[src/detect_regs.svh]
// Register offsets, field positions and reset values of the detector.
// Assumes an 8-bit register bus with a 4-bit word address.
`ifndef DETECT_REGS_SVH
`define DETECT_REGS_SVH

// Register offsets
`define ADDR_CTRL        4'h0
`define ADDR_IRQ_STATUS  4'h1
`define ADDR_IRQ_MASK    4'h2
`define ADDR_RESET_SRC   4'h3

// Detection control register fields
`define CTRL_EN_BIT      7
`define CTRL_SRC_BIT     2
`define CTRL_MODE_BIT    1
`define CTRL_FLAG_BIT    0

// Interrupt status and mask fields
`define IRQ_CROSS_BIT    0
`define IRQ_LVRST_BIT    1

// Reset source register fields
`define RSRC_LV_BIT      0
`define RSRC_WDT_BIT     4

// Reset values
`define CTRL_RESET       8'h00
`define IRQ_STATUS_RESET 8'h00
`define IRQ_MASK_RESET   8'h03
`define RSRC_RESET       8'h00

// Software settling wait after enabling, 10 us at 100 MHz
`define STAB_WAIT_CYCLES 1000

`endif

[src/detect_pkg.sv]
// Types shared by the low-voltage detector control logic.
// Assumes 8-bit register data; the control struct here keeps only its three writable bits.
package detect_pkg;

	// One register bus request, all fields valid in the same cycle
	typedef struct packed {
		logic [3:0] addr;  // Register word address
		logic [7:0] wdata; // Write data
		logic       wr;    // Write strobe
		logic       rd;    // Read strobe
	} reg_bus_t;

	// Writable fields of the detection control register
	typedef struct packed {
		logic detector_enable_bit;       // Detector running
		logic level_source_select;       // 0 supply, 1 external pin
		logic reset_or_interrupt_select; // 0 interrupt, 1 reset
	} ctrl_t;

	// Level source choice
	typedef enum logic {
		SRC_SUPPLY   = 1'b0,
		SRC_EXTERNAL = 1'b1
	} level_source_t;

endpackage

[src/level_sync_edge.sv]
// Two-stage synchroniser with edge detection for the comparator result.
// Assumes level_in may change at any time relative to clock.
`timescale 1ns/10ps

module level_sync_edge (
	input  wire logic clock,      // System clock
	input  wire logic sys_rst,    // Synchronous reset, active high
	input  wire logic level_in,   // Raw comparator level
	output logic      level_sync, // Level after synchronisation
	output logic      rise_pulse, // One cycle on a rising edge
	output logic      fall_pulse  // One cycle on a falling edge
);

	logic stage1_reg;
	logic stage2_reg;
	logic prev_reg;

	// Only stage2 looks at stage1, to let metastability settle
	always_ff @(posedge clock) begin
		if (sys_rst) begin
			stage1_reg <= 1'b0;
			stage2_reg <= 1'b0;
			prev_reg   <= 1'b0;
		end else begin
			stage1_reg <= level_in;
			stage2_reg <= stage1_reg;
			prev_reg   <= stage2_reg;
		end
	end

	// Edges compare two settled samples, so each crossing gives one pulse
	assign level_sync = stage2_reg;
	assign rise_pulse = stage2_reg & ~prev_reg;
	assign fall_pulse = ~stage2_reg & prev_reg;

endmodule

[src/low_voltage_detect_control.sv]
// Control logic of the low-voltage detector: control register, source
// select, reset or interrupt reporting, reset cause and interrupt flags.
// Assumes the analog comparators deliver a level that is 1 while the
// watched voltage is under its detection level, and that sys_rst stands
// for the external and power-on reset, not for the reset made here.
//
// Implementation choices: the register addresses and the plain strobed port.
`timescale 1ns/10ps
`include "detect_regs.svh"

module low_voltage_detect_control (
	input  wire logic              clock,                 // 100 MHz clock
	input  wire logic              sys_rst,               // Sync reset
	input  wire detect_pkg::reg_bus_t bus,                // Register bus
	output logic [7:0]             rd_data,               // Read data
	input  wire logic              supply_below,          // Supply low
	input  wire logic              external_below,        // Pin low
	input  wire logic              watchdog_reset_event,  // Dog reset
	output logic                   low_voltage_interrupt, // Level irq
	output logic                   internal_reset_req     // Reset out
);

	detect_pkg::ctrl_t ctrl_reg;
	logic [7:0]        irq_status_reg;
	logic [7:0]        irq_status_next;
	logic [7:0]        irq_mask_reg;
	logic [7:0]        reset_src_reg;
	logic [7:0]        reset_src_next;
	logic [7:0]        rd_data_reg;
	logic              irq_reg;
	logic              lv_rst_reg;
	logic              lv_rst_next;
	logic              sel_level;
	logic              level_below;
	logic              rise_evt;
	logic              fall_evt;
	logic              cross_evt;
	logic              flag_now;

	// True when a strobe targets the given offset
	function automatic logic reg_hit(input logic [3:0] a,
		input logic [3:0] ofs, input logic strobe);
		reg_hit = strobe && (a == ofs);
	endfunction

	// Unpack a control byte into its writable fields
	function automatic detect_pkg::ctrl_t ctrl_from_byte(
		input logic [7:0] b);
		detect_pkg::ctrl_t c;
		c.detector_enable_bit       = b[`CTRL_EN_BIT];
		c.level_source_select       = b[`CTRL_SRC_BIT];
		c.reset_or_interrupt_select = b[`CTRL_MODE_BIT];
		ctrl_from_byte = c;
	endfunction

	// Pack the control fields and the live flag back into a byte
	function automatic logic [7:0] ctrl_to_byte(
		input detect_pkg::ctrl_t c, input logic flag);
		logic [7:0] b;
		b = 8'h00;
		b[`CTRL_EN_BIT]   = c.detector_enable_bit;
		b[`CTRL_SRC_BIT]  = c.level_source_select;
		b[`CTRL_MODE_BIT] = c.reset_or_interrupt_select;
		b[`CTRL_FLAG_BIT] = flag;
		ctrl_to_byte = b;
	endfunction

	// Source select ahead of the synchroniser; a switch may look like a
	// crossing, which is why software must mask the interrupt while switching
	assign sel_level = (ctrl_reg.level_source_select ==
		detect_pkg::SRC_EXTERNAL) ? external_below : supply_below;

	// Comparator result into the clock domain
	level_sync_edge u_sync (
		.clock      (clock),
		.sys_rst    (sys_rst),
		.level_in   (sel_level),
		.level_sync (level_below),
		.rise_pulse (rise_evt),
		.fall_pulse (fall_evt)
	);

	// Flag only means something while the detector runs
	assign flag_now = ctrl_reg.detector_enable_bit & level_below;

	// Crossings count as interrupt events only in interrupt mode
	assign cross_evt = ctrl_reg.detector_enable_bit &
		~ctrl_reg.reset_or_interrupt_select &
		(rise_evt | fall_evt);

	// Reset request follows the synchronised level, no latching
	assign lv_rst_next = ctrl_reg.detector_enable_bit &
		ctrl_reg.reset_or_interrupt_select & level_below;

	// Control register; bit 0 is read only and never stored
	always_ff @(posedge clock) begin
		if (sys_rst) begin
			ctrl_reg <= ctrl_from_byte(`CTRL_RESET);
		end else if (reg_hit(bus.addr, `ADDR_CTRL, bus.wr)) begin
			ctrl_reg <= ctrl_from_byte(bus.wdata);
		end
	end

	// Interrupt mask register, bit 0 is the detector interrupt mask
	always_ff @(posedge clock) begin
		if (sys_rst) begin
			irq_mask_reg <= `IRQ_MASK_RESET;
		end else if (reg_hit(bus.addr, `ADDR_IRQ_MASK, bus.wr)) begin
			irq_mask_reg <= bus.wdata;
		end
	end

	// Sticky status; a new event in the clearing read wins over the clear
	always_comb begin
		irq_status_next = irq_status_reg;
		if (reg_hit(bus.addr, `ADDR_IRQ_STATUS, bus.rd)) begin
			irq_status_next = 8'h00;
		end
		if (cross_evt) begin
			irq_status_next[`IRQ_CROSS_BIT] = 1'b1;
		end
		if (lv_rst_next && !lv_rst_reg) begin
			irq_status_next[`IRQ_LVRST_BIT] = 1'b1;
		end
	end

	always_ff @(posedge clock) begin
		if (sys_rst) begin
			irq_status_reg <= `IRQ_STATUS_RESET;
		end else begin
			irq_status_reg <= irq_status_next;
		end
	end

	// Reset cause flags; a read clears them, a new cause still lands
	always_comb begin
		reset_src_next = reset_src_reg;
		if (reg_hit(bus.addr, `ADDR_RESET_SRC, bus.rd)) begin
			reset_src_next = 8'h00;
		end
		if (watchdog_reset_event) begin
			reset_src_next[`RSRC_WDT_BIT] = 1'b1;
		end
		if (lv_rst_reg) begin
			reset_src_next[`RSRC_LV_BIT] = 1'b1;
		end
	end

	always_ff @(posedge clock) begin
		if (sys_rst) begin
			reset_src_reg <= `RSRC_RESET;
		end else begin
			reset_src_reg <= reset_src_next;
		end
	end

	// Internal reset output straight from a flop
	always_ff @(posedge clock) begin
		if (sys_rst) begin
			lv_rst_reg <= 1'b0;
		end else begin
			lv_rst_reg <= lv_rst_next;
		end
	end

	// Interrupt line tracks the next status so it rises with the flag
	always_ff @(posedge clock) begin
		if (sys_rst) begin
			irq_reg <= 1'b0;
		end else begin
			irq_reg <= |(irq_status_next & ~irq_mask_reg);
		end
	end

	// Read data stands for the single cycle after the read strobe
	always_ff @(posedge clock) begin
		if (sys_rst) begin
			rd_data_reg <= 8'h00;
		end else if (!bus.rd) begin
			rd_data_reg <= 8'h00;
		end else if (bus.addr == `ADDR_CTRL) begin
			rd_data_reg <= ctrl_to_byte(ctrl_reg, flag_now);
		end else if (bus.addr == `ADDR_IRQ_STATUS) begin
			rd_data_reg <= irq_status_reg;
		end else if (bus.addr == `ADDR_IRQ_MASK) begin
			rd_data_reg <= irq_mask_reg;
		end else if (bus.addr == `ADDR_RESET_SRC) begin
			rd_data_reg <= reset_src_reg;
		end else begin
			rd_data_reg <= 8'h00;
		end
	end

	assign rd_data               = rd_data_reg;
	assign low_voltage_interrupt = irq_reg;
	assign internal_reset_req    = lv_rst_reg;
endmodule

[config.mk]
export PLATFORM = sky130hd
export DESIGN_NAME = low_voltage_detect_control
export DESIGN_NICKNAME = d
export VERILOG_FILES = /design/src/detect_pkg.sv /design/src/level_sync_edge.sv /design/src/low_voltage_detect_control.sv
export VERILOG_INCLUDE_DIRS = /design/src /design/src/src
export SDC_FILE = /design/constraint.sdc
export NUM_CORES = 1
export LEC_CHECK = 0
export ABC_AREA = 1
export BUFFER_PORTS_ARGS = -buffer_cell sky130_fd_sc_hd__buf_4
export CAP_MARGIN = 15
export CORE_AREA = 4 4 87 48
export CTS_CLUSTER_DIAMETER = 200
export CTS_CLUSTER_SIZE = 12
export DETAILED_ROUTE_END_ITERATION = 8
export DIE_AREA = 0 0 91 52
export SLEW_MARGIN = 0
export SYNTH_ARGS = -nofsm -noshare
export SYNTH_HDL_FRONTEND = slang
export SYNTH_SLANG_ARGS = --single-unit
[constraint.sdc]
create_clock -name clock -period 2 [get_ports clock]
set_input_delay 0.3 -clock clock [delete_from_list [all_inputs] [get_ports clock]]
set_output_delay 0.3 -clock clock [all_outputs]
set_load 0.01 [all_outputs]
**Yosys cells after proc, flatten, opt, wreduce, memory -nomap -nowiden**

Cells that the tools add are included.

- Register bits: 34
- Input port bits: 19
- Output and inout bits: 10
- Logic and storage cells: 54

- Eq/ne operators: 3
- Multiplexer cells: 11
- Bitwise logic cells: 14
- Reduce and logical (&&, ||, !) cells: 12

Operator list:

| operator | count |
|---|---|
| two-way mux 8 bit | 4 |
| two-way mux 5 bit | 2 |
| AND 8 bit | 1 |
| == test 4 x 2 -> 1 bit, second input constant | 2 |
| NOT 8 bit | 1 |
| OR reduction 8 bit | 1 |
| AND 1 bit | 7 |
| logical AND 1 bit | 5 |
| two-way mux 1 bit | 5 |
| == test 4 x 1 -> 1 bit, second input constant | 1 |
| logical NOT 4 bit | 1 |
| NOT 1 bit | 4 |
| nonzero test 2 bit | 2 |
| OR reduction 3 bit | 1 |
| OR reduction 2 bit | 1 |
| logical NOT 1 bit | 1 |
| OR 1 bit | 1 |

**Logic depth before layout (Yosys ltp)**

- Depth after elaboration: 7
- Mapped depth: 9
- Gate-level depth less buffers: 9

**Modules after synthesis**

From an unflattened synthesis, not the netlist that was laid out.

- Cell total of the unflattened synthesis: 176
- Area total of the unflattened synthesis: 1345.0 µm²

Modules (own cells, without submodules):

| module | times used | cells an instance | area an instance (µm²) | seq. area each (µm²) |
|---|---|---|---|---|
| low_voltage_detect_control | 1 | 164 | 1251.2 | 620.6 |
| level_sync_edge | 1 | 12 | 93.8 | 60.1 |

**Least setup slack after synthesis**

OpenSTA, ideal clock, no wires.

- Path type: input to register
- Start point: in bus[10] (netlist name)
- End point: reg irq_reg, in the netlist low_voltage_interrupt
- Setup time: 0.128 ns
- Arrival time: 1.004 ns
- Data required time: 1.872 ns
- Path slack: 0.869 ns
- Cell stages on the path: 9
- Path buffers: 0
- Cells stage by stage: inv_1 nor2_2 nand3_2 nand2_1 nand2_1 nand2_1 nand3_1 nor2_1 nor2_1

- Longest elaborated chain between the ends: 6
- Elaborated cells on any way between the ends: 7
- Classes of those cells: eq/ne: 1; mux: 3; bitwise: 1; reduce/logical: 2

Ends and longest elaborated chain:

| element | RTL line | RTL |
|---|---|---|
| from (decl) | low_voltage_detect_control.sv:14 | `input wire detect_pkg::reg_bus_t bus,` |
| == test 4 x 1 -> 1 bit (*) | low_voltage_detect_control.sv:43 | `reg_hit = strobe && (a == ofs);` |
| logical AND 1 bit (*) | low_voltage_detect_control.sv:43 |  |
| two-way mux 8 bit (*) | low_voltage_detect_control.sv:116 | `` if (reg_hit(bus.addr, `ADDR_IRQ_STATUS, bus.rd)) begin `` |
| two-way mux 1 bit (on tied branches) | low_voltage_detect_control.sv:119, low_voltage_detect_control.sv:122 |  |
| AND 8 bit (*) | low_voltage_detect_control.sv:171 | `irq_reg <= \|(irq_status_next & ~irq_mask_reg);` |
| OR reduction 8 bit (*) | low_voltage_detect_control.sv:171 |  |
| to (signal assigned) | low_voltage_detect_control.sv:171 |  |
| to (decl) | low_voltage_detect_control.sv:30 | `logic irq_reg;` |

Every way passes the cells marked *; elsewhere a longest branch is shown, timed or not.
A chain may end at the register's enable or synchronous reset.

**Worst setup path after layout**

- Start point: in bus[13] (netlist name)
- End point: reg irq_mask_reg[4]

- Longest elaborated chain between the ends: 2

Ends and longest elaborated chain:

| element | RTL line | RTL |
|---|---|---|
| == test 4 x 2 -> 1 bit | low_voltage_detect_control.sv:43 |  |
| logical AND 1 bit | low_voltage_detect_control.sv:43 |  |
| to (signal assigned) | low_voltage_detect_control.sv:107 | `` irq_mask_reg <= `IRQ_MASK_RESET; `` |
| to (signal assigned) | low_voltage_detect_control.sv:109 | `irq_mask_reg <= bus.wdata;` |
| to (decl) | low_voltage_detect_control.sv:26 | `logic [7:0] irq_mask_reg;` |

No other way between the ends.

==> metrics.yaml <==
setup_viol_count_final: 0
status: "finished clean"
first_pass_iters: 4
crit_start: "bus[13]"
drc: 0
maxSlewHeadroom_pct: 64.3
die-width_um: 91
cts_hold_buf: 0
async_reset_ff_share_pct: 0
cts_root_buffer: "clkbuf_8"
crit_path_start_kind: "primary input"
clkLatencyLatePin_ns: 0.28
routed_wl_um: 2980
r2r-start: "u_sync.level_sync"
drive_above_1_share_pct: 18.8
peakVddDrop_uv: 360
synth_area_leaders: "dfxtp_1 (51%), inv_1 (11%), nor2_1 (5.7%)"
path_buf_inv: 1
antennaDiodeCount: 0
ys_ff_latch: 34
fin_nets: 226
mostFrequentLayoutCells: "inv_1 (38), dfxtp_1 (34), buf_4 (28)"
dp_slack_ns: 0.444
maxSlewViolCount: 0
post_cts_buffers: 0
synth_ff_type: "dfxtp_1"
cp_max_fo: 13
worstSetupPathType: "primary input to flip-flop"
setup_tns_ns: 0
hpwl_um: 2160
grt_pass1_wl_um: 4910
finalHoldViolCount: 0
dieArea_um2: 4730
h-tree-depth: 2
fmax_mhz: 778
area_growth_pct: 25.4
required_ns: 2.15
synth_top_area_cell: "dfxtp_1"
max-clock-path-buffers: 2
vias_per_cell: 4.71
fin_ws_ns: 0.715
worstMarginPinSlew_ns: 0.534
setup.worst_path.end_class: "flip-flop"
die_h_um: 52
p_per_area_nw_per_um2: 771
clk_pin_slew_ns: 0.07
rsz0062_at_grt: "no"
ios: 29
path_cells: "buf_4 -> nor2_4 -> nand4_1 -> o21ai_0 -> a21oi_1"
syn-num-nets: 195
hp-class: "primary input to flip-flop"
fin_worst_skew_ns: 0.00295
nFillCells: 367
ant_nets: 0
totalPowerFinal_uw: 1280
ys_warn_count: 0
track_usage_pct: 13.5
place_congestion: 0.797
post_synth_inst_count: 176
antenna_found_initial: 0
post-route-period-util_pct: 64.3
min-delay-start: "watchdog_reset_event"
rows: 15
cts_tree: "done"
hold-worst-slack_ns: 0.226
synth_top_area_share_pct: 51.3
synth_area_um2: 1330
cts-buffers-inserted: 5
num_vias: 1177
grt_max_degree: 17
final_core_util_pct: 49.3
post_drt_wl_per_cell_um: 11.9
worstPathArrival_ns: 1.43
yosysUniqueCellTypes: 18
critPathMaxStageDelay_ns: 0.45
critical_path.top_delay_family: "simple AND/OR/NAND/NOR gates"
start_util_pct: 39.3
cap_violations: 0
overflow: 0
power_leakage_uw: 0.000728
coreArea_um2: 3380
port_buffers: 28
min_period_ns: 1.29
cts.sinks: 34
final_common_cell: "inv_1"
slowest_stage: "nand4_1"
synth_edf_count: 0
cts_resized: 0
first_iter_violations: 63
grt_pass1_vias: 1074
avgSynthCellArea_um2: 7.54
ys_seq_area_share_pct: 51.3
kinds of logic (layout without fill, tap and decap cells):
kind of cell	Yosys count	in the layout	share of synthesized area, %
compound gates	38	38	15.5
buf+inv	42	74	12.1
flops	34	34	51.3
simple gates	62	62	21.2
final cells by class:
| cell class | count | area (µm²) | area share (%) |
|---|---|---|---|
| Clock buffer | 7 | 86.3 | 5.19 |
| Clock inverter | 1 | 5.00 | 0.301 |
| Inverter | 38 | 143 | 8.57 |
| Multi-Input combinational cell | 100 | 487 | 29.2 |
| Sequential cell | 34 | 681 | 40.9 |
| Tap cell | 42 | 52.6 | 3.16 |
| Timing Repair Buffer | 28 | 210 | 12.6 |
through the flow:
stage | area (µm²) | cells
final | 1660 | 250
after global routing | 1660 | 250
after detailed placement | 1570 | 242
after floorplan | 1330 | 176
after global placement | 1570 | 242
after CTS | 1660 | 250
metal layers:
layer | track usage (%) | share of wire, %
met1 | 18.7 | 49
met2 | 19.9 | 45
met3 | 4.05 | 4.7
met4 | 5.25 | 1.2
met5 | 0 | 0
Yosys cell counts, types with 2 or more instances:
master and instances:
dfxtp_1 34, nand3_1 11, o21ai_0 15, clkbuf_1 2
o211ai_1 3, a21oi_1 14, nor2_1 20, nor3_1 7
nand2_1 17, nand4_1 3, inv_1 38, o22ai_1 6
path summary, 6_finish.rpt:
check	cells after the start	slack [ns]	to
setup / recovery	5	0.71	irq_mask_reg[4]
hold / removal	3	0.23	reset_src_reg[4]
setup reg to reg	7	0.76	low_voltage_interrupt
hold reg to reg	2	0.41	u_sync.level_sync
where the power goes:
part	internal, µW	switching (µW)
Sequential	687	4.01
Clock	277	234
Combinational	35.8	44.4
worst min-delay path: cells and delay by family:
family / cells / cell delay [ns]
buf+inv: 1 / 0.07
simple gates: 1 / 0.07
compound gates: 1 / 0.03
(Power assumes the default switching activity.)
